$ cat src/fan_cruise_pkg.sv
package fan_cruise_pkg;
   // ------------------------------------------------------------
   // Register offsets
   // ------------------------------------------------------------
   localparam logic [7:0] OFF_SYS_VALUE = 8'h01;
   localparam logic [7:0] OFF_PROC_VALUE = 8'h03;
   localparam logic [7:0] OFF_FAN_CONFIG_FIRST = 8'h04;
   localparam logic [7:0] OFF_SYS_STOP_VALUE = 8'h08;
   localparam logic [7:0] OFF_PROC_STOP_VALUE = 8'h09;
   localparam logic [7:0] OFF_STEP_DOWN_TIME = 8'h0e;
   localparam logic [7:0] OFF_STEP_UP_TIME = 8'h0f;
   localparam logic [7:0] OFF_AUX_VALUE = 8'h11;
   localparam logic [7:0] OFF_FAN_CONFIG_SECOND = 8'h12;
   localparam logic [7:0] OFF_AUX_STOP_VALUE = 8'h15;
   localparam logic [7:0] OFF_AUX_STARTUP_VALUE = 8'h16;
   localparam logic [7:0] OFF_AUX_STOP_TIME = 8'h17;
   localparam logic [7:0] OFF_OUTPUT_TYPE = 8'h18;
   localparam logic [7:0] OFF_STATUS = 8'h19;
   // ------------------------------------------------------------
   // Field positions
   // ------------------------------------------------------------
   localparam int BIT_SYS_HOLD = 5;
   localparam int BIT_PROC_HOLD = 4;
   localparam int BIT_AUX_HOLD = 3;
   localparam int BIT_AUX_MODE_LO = 1;
   localparam int BIT_AUX_PWM_SELECT = 6;
   // ------------------------------------------------------------
   // Values after reset
   // ------------------------------------------------------------
   localparam logic [7:0] RST_FAN_CONFIG_SECOND = 8'h00;
   localparam logic [7:0] RST_FAN_CONFIG_FIRST = 8'h00;
   localparam logic [7:0] RST_STOP_VALUE = 8'h01;
   localparam logic [7:0] RST_STARTUP_VALUE = 8'h01;
   localparam logic [7:0] RST_STOP_TIME = 8'h3c;
   localparam logic [7:0] RST_STEP_TIME = 8'h0a;
   localparam logic [7:0] RST_FAN_VALUE = 8'hff;
   localparam logic [7:0] RST_OUTPUT_TYPE = 8'h40;
   // ------------------------------------------------------------
   // Timing
   // ------------------------------------------------------------
   localparam longint CLOCK_HZ = 200000000;
   localparam longint PWM_UNIT_MS = 100;
   localparam longint DC_UNIT_MS = 1600;
   localparam longint PWM_UNIT_CYCLES = CLOCK_HZ / 1000 * PWM_UNIT_MS;
   localparam longint DC_UNIT_CYCLES = CLOCK_HZ / 1000 * DC_UNIT_MS;
   // ------------------------------------------------------------
   // Modes
   // ------------------------------------------------------------
   typedef enum logic [1:0] {
      MODE_MANUAL = 2'b00,
      MODE_THERMAL = 2'b01,
      MODE_SPEED = 2'b10,
      MODE_RESERVED = 2'b11
   } aux_mode_t;
endpackage

$ cat src/fan_unit_tick.sv
`timescale 1ns/1ps
module fan_unit_tick #(
   parameter longint PWM_CYCLES = fan_cruise_pkg::PWM_UNIT_CYCLES,
   parameter longint DC_CYCLES = fan_cruise_pkg::DC_UNIT_CYCLES
) (
   // Clock and reset
   input wire logic clock,
   input wire logic rst_n,
   // Unit select and tick
   input wire logic pwm_select,
   output logic tick
);
   typedef struct packed {
      logic [31:0] count;
      logic tick;
   } tick_state_t;
   tick_state_t state;
   tick_state_t next_state;
   logic [31:0] limit;

   // ------------------------------------------------------------
   // Prescaler: the output type picks the unit length
   // ------------------------------------------------------------
   always_comb begin
      limit = pwm_select ? 32'(PWM_CYCLES - 1) : 32'(DC_CYCLES - 1);
      next_state = state;
      next_state.tick = 1'b0;
      if (state.count >= limit) begin
         next_state.count = 32'h0;
         next_state.tick = 1'b1;
      end else begin
         next_state.count = state.count + 32'h1;
      end
   end

   always_ff @(posedge clock or negedge rst_n) begin
      if (!rst_n) begin
         state <= '0;
      end else begin
         state <= next_state;
      end
   end

   assign tick = state.tick;
endmodule

$ cat src/fan_channel.sv
`timescale 1ns/1ps
module fan_channel (
   // Clock and reset
   input wire logic clock,
   input wire logic rst_n,
   // Control
   input wire logic tick,
   input wire logic tracking,
   input wire logic above_target,
   input wire logic below_target,
   input wire logic hold_min,
   input wire logic [7:0] manual_value,
   input wire logic [7:0] stop_value,
   input wire logic [7:0] startup_value,
   input wire logic [7:0] stop_time,
   input wire logic [7:0] step_down_time,
   input wire logic [7:0] step_up_time,
   // Output
   output logic [7:0] fan_value,
   output logic stopping
);
   typedef struct packed {
      logic [7:0] value;
      logic [7:0] step_count;
      logic [7:0] stop_count;
      logic stopping;
   } chan_state_t;
   chan_state_t state;
   chan_state_t next_state;

   // ------------------------------------------------------------
   // Ramp logic; outside tracking the manual value drives out
   // ------------------------------------------------------------
   always_comb begin
      next_state = state;
      if (!tracking) begin
         next_state.value = manual_value;
         next_state.step_count = 8'h0;
         next_state.stopping = 1'b0;
      end else if (above_target) begin
         next_state.stopping = 1'b0;
         if (state.value == 8'h0) begin
            next_state.value = startup_value;
            next_state.step_count = 8'h0;
         end else if (tick) begin
            if (state.step_count + 8'h1 >= step_up_time) begin
               next_state.step_count = 8'h0;
               if (state.value != 8'hff) begin
                  next_state.value = state.value + 8'h1;
               end
            end else begin
               next_state.step_count = state.step_count + 8'h1;
            end
         end
      end else if (below_target) begin
         if (state.value > stop_value && tick) begin
            if (state.step_count + 8'h1 >= step_down_time) begin
               next_state.step_count = 8'h0;
               next_state.value = state.value - 8'h1;
            end else begin
               next_state.step_count = state.step_count + 8'h1;
            end
         end else if (state.value < stop_value && state.value != 8'h0 && hold_min) begin
            next_state.value = stop_value;
         end else if (state.value <= stop_value && !hold_min && state.value != 8'h0) begin
            // Hold at the floor for the stop time, then drop to zero
            if (!state.stopping) begin
               next_state.stopping = 1'b1;
               next_state.stop_count = stop_time;
            end else if (state.stop_count == 8'h0) begin
               next_state.value = 8'h0;
               next_state.stopping = 1'b0;
            end else if (tick) begin
               next_state.stop_count = state.stop_count - 8'h1;
            end
         end else begin
            next_state.stopping = 1'b0;
         end
      end else begin
         // Back in range: a later stop must reload its count, not resume a stale one
         next_state.stopping = 1'b0;
      end
   end

   always_ff @(posedge clock or negedge rst_n) begin
      if (!rst_n) begin
         state <= '0;
      end else begin
         state <= next_state;
      end
   end

   assign fan_value = state.value;
   assign stopping = state.stopping;
endmodule

$ cat src/fan_output_cruise_limits.sv
// The strobed register port was left to the implementer.
`timescale 1ns/1ps
module fan_output_cruise_limits #(
   parameter longint PWM_CYCLES = fan_cruise_pkg::PWM_UNIT_CYCLES,
   parameter longint DC_CYCLES = fan_cruise_pkg::DC_UNIT_CYCLES
) (
   // Clock and reset
   input wire logic clock,
   input wire logic rst_n,
   // Register port
   input wire logic [7:0] address,
   input wire logic [7:0] write_data,
   input wire logic write_strobe,
   input wire logic read_strobe,
   output logic [7:0] read_data,
   // Temperature and speed comparison pins
   input wire logic [2:0] above_target_pin,
   input wire logic [2:0] below_target_pin,
   // Fan outputs
   output logic [7:0] system_fan_output,
   output logic [7:0] processor_fan_output,
   output logic [7:0] auxiliary_fan_output,
   output logic aux_output_pwm
);
   typedef struct packed {
      logic [7:0] fan_config_first;
      logic [7:0] fan_config_second;
      logic [7:0] sys_value;
      logic [7:0] proc_value;
      logic [7:0] aux_value;
      logic [7:0] sys_stop_value;
      logic [7:0] proc_stop_value;
      logic [7:0] aux_fan_stop_value;
      logic [7:0] aux_fan_startup_value;
      logic [7:0] aux_fan_stop_time;
      logic [7:0] step_down_time;
      logic [7:0] step_up_time;
      logic [7:0] output_type;
      logic [7:0] read_data;
      logic [2:0] above_sync1;
      logic [2:0] above_sync2;
      logic [2:0] below_sync1;
      logic [2:0] below_sync2;
   } top_state_t;
   top_state_t state;
   top_state_t next_state;
   logic tick;
   logic [2:0] tracking;
   logic [2:0] hold_min;
   logic [2:0] stopping;
   logic [7:0] fan_value [3];
   logic [7:0] manual_value [3];
   logic [7:0] stop_value [3];
   logic [7:0] stop_time [3];
   logic [7:0] startup_value [3];

   // Tracking only for 01 and 10; 11 behaves as manual
   function automatic logic is_tracking(input logic [1:0] mode);
      case (fan_cruise_pkg::aux_mode_t'(mode))
         fan_cruise_pkg::MODE_THERMAL: is_tracking = 1'b1;
         fan_cruise_pkg::MODE_SPEED: is_tracking = 1'b1;
         default: is_tracking = 1'b0;
      endcase
   endfunction

   // ------------------------------------------------------------
   // Register file and pin synchronisers
   // ------------------------------------------------------------
   always_comb begin
      next_state = state;
      next_state.above_sync1 = above_target_pin;
      next_state.above_sync2 = state.above_sync1;
      next_state.below_sync1 = below_target_pin;
      next_state.below_sync2 = state.below_sync1;
      if (write_strobe) begin
         case (address)
            fan_cruise_pkg::OFF_SYS_VALUE: next_state.sys_value = write_data;
            fan_cruise_pkg::OFF_PROC_VALUE: next_state.proc_value = write_data;
            fan_cruise_pkg::OFF_FAN_CONFIG_FIRST: next_state.fan_config_first = write_data;
            fan_cruise_pkg::OFF_SYS_STOP_VALUE: next_state.sys_stop_value = write_data;
            fan_cruise_pkg::OFF_PROC_STOP_VALUE: next_state.proc_stop_value = write_data;
            fan_cruise_pkg::OFF_STEP_DOWN_TIME: next_state.step_down_time = write_data;
            fan_cruise_pkg::OFF_STEP_UP_TIME: next_state.step_up_time = write_data;
            fan_cruise_pkg::OFF_AUX_VALUE: next_state.aux_value = write_data;
            fan_cruise_pkg::OFF_FAN_CONFIG_SECOND: next_state.fan_config_second = write_data;
            fan_cruise_pkg::OFF_AUX_STOP_VALUE: next_state.aux_fan_stop_value = write_data;
            fan_cruise_pkg::OFF_AUX_STARTUP_VALUE: begin
               next_state.aux_fan_startup_value = write_data;
            end
            fan_cruise_pkg::OFF_AUX_STOP_TIME: next_state.aux_fan_stop_time = write_data;
            fan_cruise_pkg::OFF_OUTPUT_TYPE: next_state.output_type = write_data;
            default: next_state.read_data = state.read_data;
         endcase
      end
      next_state.read_data = 8'h00;
      if (read_strobe) begin
         case (address)
            fan_cruise_pkg::OFF_SYS_VALUE: next_state.read_data = state.sys_value;
            fan_cruise_pkg::OFF_PROC_VALUE: next_state.read_data = state.proc_value;
            fan_cruise_pkg::OFF_FAN_CONFIG_FIRST: begin
               next_state.read_data = state.fan_config_first & 8'h3c;
            end
            fan_cruise_pkg::OFF_SYS_STOP_VALUE: next_state.read_data = state.sys_stop_value;
            fan_cruise_pkg::OFF_PROC_STOP_VALUE: next_state.read_data = state.proc_stop_value;
            fan_cruise_pkg::OFF_STEP_DOWN_TIME: next_state.read_data = state.step_down_time;
            fan_cruise_pkg::OFF_STEP_UP_TIME: next_state.read_data = state.step_up_time;
            fan_cruise_pkg::OFF_AUX_VALUE: next_state.read_data = state.aux_value;
            fan_cruise_pkg::OFF_FAN_CONFIG_SECOND: begin
               // Reserved bits 7, 6 and 0 read as zero
               next_state.read_data = state.fan_config_second & 8'h3e;
            end
            fan_cruise_pkg::OFF_AUX_STOP_VALUE: next_state.read_data = state.aux_fan_stop_value;
            fan_cruise_pkg::OFF_AUX_STARTUP_VALUE: begin
               next_state.read_data = state.aux_fan_startup_value;
            end
            fan_cruise_pkg::OFF_AUX_STOP_TIME: next_state.read_data = state.aux_fan_stop_time;
            fan_cruise_pkg::OFF_OUTPUT_TYPE: next_state.read_data = state.output_type & 8'h40;
            fan_cruise_pkg::OFF_STATUS: next_state.read_data = {5'h00, stopping};
            default: next_state.read_data = 8'h00;
         endcase
      end
   end

   always_ff @(posedge clock or negedge rst_n) begin
      if (!rst_n) begin
         state <= '0;
         state.fan_config_first <= fan_cruise_pkg::RST_FAN_CONFIG_FIRST;
         state.fan_config_second <= fan_cruise_pkg::RST_FAN_CONFIG_SECOND;
         state.sys_value <= fan_cruise_pkg::RST_FAN_VALUE;
         state.proc_value <= fan_cruise_pkg::RST_FAN_VALUE;
         state.aux_value <= fan_cruise_pkg::RST_FAN_VALUE;
         state.sys_stop_value <= fan_cruise_pkg::RST_STOP_VALUE;
         state.proc_stop_value <= fan_cruise_pkg::RST_STOP_VALUE;
         state.aux_fan_stop_value <= fan_cruise_pkg::RST_STOP_VALUE;
         state.aux_fan_startup_value <= fan_cruise_pkg::RST_STARTUP_VALUE;
         state.aux_fan_stop_time <= fan_cruise_pkg::RST_STOP_TIME;
         state.step_down_time <= fan_cruise_pkg::RST_STEP_TIME;
         state.step_up_time <= fan_cruise_pkg::RST_STEP_TIME;
         state.output_type <= fan_cruise_pkg::RST_OUTPUT_TYPE;
      end else begin
         state <= next_state;
      end
   end

   // ------------------------------------------------------------
   // Channel wiring
   // ------------------------------------------------------------
   assign aux_output_pwm = state.output_type[fan_cruise_pkg::BIT_AUX_PWM_SELECT];
   assign tracking[0] = is_tracking(state.fan_config_first[3:2]);
   assign tracking[1] = is_tracking(state.fan_config_first[5:4]);
   assign tracking[2] = is_tracking(state.fan_config_second[2:1]);
   assign hold_min[0] = state.fan_config_second[fan_cruise_pkg::BIT_SYS_HOLD];
   assign hold_min[1] = state.fan_config_second[fan_cruise_pkg::BIT_PROC_HOLD];
   assign hold_min[2] = state.fan_config_second[fan_cruise_pkg::BIT_AUX_HOLD];
   assign manual_value[0] = state.sys_value;
   assign manual_value[1] = state.proc_value;
   assign manual_value[2] = state.aux_value;
   assign stop_value[0] = state.sys_stop_value;
   assign stop_value[1] = state.proc_stop_value;
   assign stop_value[2] = state.aux_fan_stop_value;
   assign startup_value[0] = state.aux_fan_startup_value;
   assign startup_value[1] = state.aux_fan_startup_value;
   assign startup_value[2] = state.aux_fan_startup_value;
   assign stop_time[0] = state.aux_fan_stop_time;
   assign stop_time[1] = state.aux_fan_stop_time;
   assign stop_time[2] = state.aux_fan_stop_time;

   // One shared unit tick; its length follows the auxiliary output type
   fan_unit_tick #(
      .PWM_CYCLES(PWM_CYCLES),
      .DC_CYCLES(DC_CYCLES)
   ) u_tick (
      .clock(clock),
      .rst_n(rst_n),
      .pwm_select(aux_output_pwm),
      .tick(tick)
   );

   genvar i;
   generate
      for (i = 0; i < 3; i++) begin : g_chan
         fan_channel u_chan (
            .clock(clock),
            .rst_n(rst_n),
            .tick(tick),
            .tracking(tracking[i]),
            .above_target(state.above_sync2[i]),
            .below_target(state.below_sync2[i]),
            .hold_min(hold_min[i]),
            .manual_value(manual_value[i]),
            .stop_value(stop_value[i]),
            .startup_value(startup_value[i]),
            .stop_time(stop_time[i]),
            .step_down_time(state.step_down_time),
            .step_up_time(state.step_up_time),
            .fan_value(fan_value[i]),
            .stopping(stopping[i])
         );
      end
   endgenerate

   assign system_fan_output = fan_value[0];
   assign processor_fan_output = fan_value[1];
   assign auxiliary_fan_output = fan_value[2];
   assign read_data = state.read_data;
endmodule

$ cat config.mk
export PLATFORM = sky130hd
export DESIGN_NAME = fan_output_cruise_limits
export DESIGN_NICKNAME = d
export VERILOG_FILES = /design/src/fan_cruise_pkg.sv /design/src/fan_unit_tick.sv /design/src/fan_channel.sv /design/src/fan_output_cruise_limits.sv
export SDC_FILE = /design/constraint.sdc
export NUM_CORES = 1
export LEC_CHECK = 0
export BUFFER_PORTS_ARGS = -buffer_cell sky130_fd_sc_hd__buf_2
export CAP_MARGIN = 20
export CORE_AREA = 2 2 159 161
export CTS_CLUSTER_SIZE = 12
export DETAILED_ROUTE_END_ITERATION = 7
export DIE_AREA = 0 0 161 163
export PLACE_DENSITY = 0.77
export SLEW_MARGIN = 10
export SYNTH_ARGS = -nofsm -noshare
export SYNTH_HDL_FRONTEND = slang
export SYNTH_SLANG_ARGS = --single-unit
$ cat constraint.sdc
create_clock -name clock -period 3.6 [get_ports clock]
set_input_delay 0.36 -clock clock [delete_from_list [all_inputs] [get_ports clock]]
set_output_delay 0.36 -clock clock [all_outputs]
set_load 0.05 [all_outputs]
==> flow_summary_export.csv <==
group,metric,value,unit
route,dr.pass1.iters,8,
logic_synthesis,synthesis.instances,1495,
clock_tree,cts_tree,"built",
route,first_iter_violations,1361,
logic_synthesis,main_combinational_cell_family_by_area_after_synthesis,"simple AND/OR/NAND/NOR gates",
global_routing,grt_max_degree,104,
logic_synthesis,mux_cell_area_share_after_synthesis,9.193,%
sta,hold_violations,0,
sta,final_max_slew_viol_count,0,
hold_path,worst_min_delay_path_category,"in2reg",
sta,slew_headroom,31.35,%
clock_tree,clk_path_buf_depth,3,
setup_path,r2r_setup_slack,0.28,ns
pwr,power.share.sequential,36.5,%
floorplanning,die_area,26240,sq um
clock_tree,cts_htree_levels,1,
setup_path,critical_path.startpoint,"g_chan[1].u_chan.state[9]$_DFFE_PN0P_",
sta,highest_achievable_clock_rate,0.3017,GHz
sta,timing.final.crit_share,92.08,%
clock_tree,clock_slew_at_reported_path_ffs,0.06,ns
final_layout,insertedDiodeCount,0,
pwr,powerDensity,507.7,nW/um^2
logic_synthesis,synth_sequential_area_ratio,38.03,%
pwr,total_switching_power,2833,uW
status,violated_checks,"design-rule violations",
floorplanning,design.portCount,59,
sta,timing_worst_slew_pin_value,1.020,ns
global_routing,grtUsageTotal,31.07,%
route,post_drt_wl_per_cell,21.61,microns
clock_tree,cts_sinks,218,
final_layout,drive_gt1_share,21.86,%
hold_path,min-delay-start,"read_strobe",
pwr,clock_power_share,33.8,%
floorplanning,placementRows,58,
clock_tree,clock-root-buffer,"sky130_fd_sc_hd__clkbuf_16",
final_layout,area_delta_synth_final,10.17,%
logic_synthesis,synth_simple_gate_area_share,16.94,%
setup_path,setup.worst_path.start_class,"flop",
sta,rsz0062_at_grt,"no",
global_routing,grt_antenna_before_repair,1,
logic_synthesis,synth_compound_gate_area_share,16.31,%
pwr,total_leakage_power,0.007105,uW
pwr,p_int,5260,uW
place,io_buffer_count,58,
floorplanning,initial_utilization,58.64,%
final_layout,n_fill_cell,2014,
route,avgViaCountPerCell,6.498,
setup_path,largest_driver_fanout_on_the_critical_path,8,
sta,tns,0,ns
route,antenna_violating_nets_post_route,0,
final_layout,layout.cells.most_common,"sky130_fd_sc_hd__dfrtp_1",
route,detail_route.drc_violations,2,
logic_synthesis,yosys.area_share.adder,8.475,%
logic_synthesis,synthesis.area,14470,sq um
global_routing,grt_pass1_wl,64.45,mm
setup_path,worst_setup_path_end_kind,"flop",
logic_synthesis,ys.warnings.count,0,
final_layout,layout.cells.most_common_list,"181 x sky130_fd_sc_hd__dfrtp_1, 117 x sky130_fd_sc_hd__nand2_1, 109 x sky130_fd_sc_hd__nor2_1",
floorplanning,die-width,161,microns
global_routing,globalRoute.totalOverflow,0,
sta,finalSetupViolCount,0,
status,status,"complete, but fails checks",
floorplanning,fp.coreArea,24670,sq um
logic_synthesis,ys.flop_type,"sky130_fd_sc_hd__dfrtp_1",
logic_synthesis,post_synth_xor_area_fraction,5.146,%
place,place_congestion,0.9654,
logic_synthesis,flop_and_latch_count_out_of_synthesis,218,
clock_tree,tritoncts.num_buffers,26,
setup_path,regToRegStartpoint,"g_chan[1].u_chan.state[9]$_DFFE_PN0P_",
clock_tree,clock_latency,0.56,ns
logic_synthesis,syn_area_per_cell,9.677,sq um
setup_path,setup.worst_path.class,"reg2reg",
place,detailed_place_hpwl,29.86,mm
final_layout,nets,1659,
setup_path,critPathRequiredTime,4.02,ns
logic_synthesis,synth_edf_count,0,
floorplanning,dieHeight,163,microns
pwr,sw_frac_of_total,35.00,%
pwr,logic_gate_share_of_total_power,29.7,%
global_routing,grt_pass1_vias,11710,
final_layout,finalCoreUtilization,64.60,%
route,routed_wl,40.74,mm
route,detailroute.via_count,12250,
sta,clock-skew-final,0.03101,ns
job,timing.max_cap.violations,0,
logic_synthesis,netlist-cell-type-count,89,
logic_synthesis,async_flop_share,100.0,%
sta,final_period_minus_worst_setup_slack,3.315,ns
pwr,vdd_drop_max,0.0003815,V
setup_path,arrival_worst_endpoint,3.73,ns
[repair_timing]
action	4_1_cts	5_1_grt
setup endpoints to repair	0	8
gates resized for setup	0	1
hold buffers	7	0
setup buffers	0	1
hold endpoints to repair	85	0
[worst paths after layout]
kind / to / depth (start not counted)
worst max-delay path: g_chan[1].u_chan.fan_value[5]$_DFFE_PN0P_ / 12
worst max register to register: g_chan[1].u_chan.fan_value[5]$_DFFE_PN0P_ / 12
min in group asynchronous: u_tick.state[24]$_DFF_PN0_ / 2
worst min register to register: state[8]$_DFF_PN0_ / 0
worst min-delay path: read_data[6]$_DFF_PN0_ / 4
max in group asynchronous: manual_value[8]$_DFFE_PN1P_ / 3
[power by group through the flow]
stage / logic [uW] / registers, uW / clock network [uW]
finish: 2410 / 2950 / 2730
CTS: 2360 / 2940 / 2780
floorplan: 1870 / 2870 / 0
global placement: 2290 / 2970 / 0
global route: 2630 / 2970 / 2890
detailed placement: 2340 / 2980 / 0
[layer usage]
layer  vias to the layer above  global-route usage (%)  routed length [microns]
met3                       129                   5.526                     3670
li1                       5543                       -                        -
met4                         2                   14.69                     2000
met1                      5953                   42.44                    16920
met5                         -                       0                        7
met2                       622                   48.26                    18150
[layout make-up]
class	instances	area (sq um)	share of cell area, %
multi-input cells	1106	8128	50.99
inverters	79	296.5	1.860
well taps	330	412.9	2.590
flip-flops and latches	218	5502	34.52
clock inverters	8	118.9	0.7457
repair buffers	104	688.2	4.317
clock buffers	40	793.3	4.977
[sequential cells by signal, indices dropped and copies added (netlist names)]
register	cells
startup_value	8
g_chan.u_chan.state	48
u_tick.tick	1
g_chan.u_chan.fan_value	24
next_state	6
aux_output_pwm	1
manual_value	24
state	60
hold_min	3
g_chan.u_chan.stopping	3
read_data	8
u_tick.state	32
[logic make-up (layout without fill, tap and decap cells)]
group | after synthesis | after routing
flip-flops | 218 | 218
buffers and inverters | 172 | 231
XOR/XNOR | 85 | 85
other | 1 | 2
AO/OA/AOI/OAI | 327 | 327
multiplexers | 118 | 118
AND/OR/NAND/NOR | 476 | 476
adder cells (fa/ha/maj) | 98 | 98
[Yosys cell counts, types with 14 or more instances]
master / instances / area, sq um
sky130_fd_sc_hd__nand4_1: 22 / 137.6
sky130_fd_sc_hd__a21oi_1: 56 / 280.3
sky130_fd_sc_hd__nor2_1: 109 / 409.1
sky130_fd_sc_hd__inv_1: 79 / 296.5
sky130_fd_sc_hd__nand3_1: 53 / 265.3
sky130_fd_sc_hd__a31oi_1: 18 / 112.6
sky130_fd_sc_hd__and3_1: 20 / 125.1
sky130_fd_sc_hd__a211oi_1: 21 / 157.7
sky130_fd_sc_hd__nor3_1: 34 / 170.2
sky130_fd_sc_hd__nand2_1: 117 / 439.2
sky130_fd_sc_hd__ha_1: 98 / 1226
sky130_fd_sc_hd__nor3b_1: 24 / 180.2
sky130_fd_sc_hd__a21o_1: 16 / 120.1
sky130_fd_sc_hd__o21ai_0: 65 / 325.3
sky130_fd_sc_hd__xnor2_1: 48 / 420.4
sky130_fd_sc_hd__o221a_2: 14 / 157.7
sky130_fd_sc_hd__nor4_1: 22 / 137.6
sky130_fd_sc_hd__dfstp_2: 37 / 972.2
sky130_fd_sc_hd__or3_1: 14 / 87.58
sky130_fd_sc_hd__a221oi_1: 19 / 166.4
sky130_fd_sc_hd__buf_4: 35 / 262.8
sky130_fd_sc_hd__mux2_2: 103 / 1160
sky130_fd_sc_hd__o211ai_1: 15 / 112.6
sky130_fd_sc_hd__xor2_1: 37 / 324.1
sky130_fd_sc_hd__clkbuf_1: 40 / 150.1
sky130_fd_sc_hd__dfrtp_1: 181 / 4529
[through the flow]
stage	total power [uW]	cell area, sq um	std cells	setup slack [ns]	hold slack, ns
CTS	8080	15920	1884	0.2151	0.2321
floorplan	4736	14470	1496	0.4978	0.06441
global route	8492	15940	1885	0.02147	0.2578
detailed placement	5315	14940	1829	0.2357	0.3347
finish	8092	15940	1885	0.2850	0.2546
global placement	5261	14940	1829	0.2857	0.3333
[critical path, cell delays in order, from the launching register on]
cell                       delay [ns]
sky130_fd_sc_hd__dfrtp_1         0.44
sky130_fd_sc_hd__ha_1            0.26
sky130_fd_sc_hd__nand3_1         0.13
sky130_fd_sc_hd__nor2_1          0.15
sky130_fd_sc_hd__xor2_1          0.24
sky130_fd_sc_hd__ha_1            0.29
sky130_fd_sc_hd__a21o_1          0.17
sky130_fd_sc_hd__a21o_1          0.18
sky130_fd_sc_hd__or3_2           0.46
sky130_fd_sc_hd__o21a_1          0.23
sky130_fd_sc_hd__o221ai_4        0.17
sky130_fd_sc_hd__buf_12          0.16
sky130_fd_sc_hd__mux2_2          0.32
Note: power is estimated with default switching activity, not from simulation.
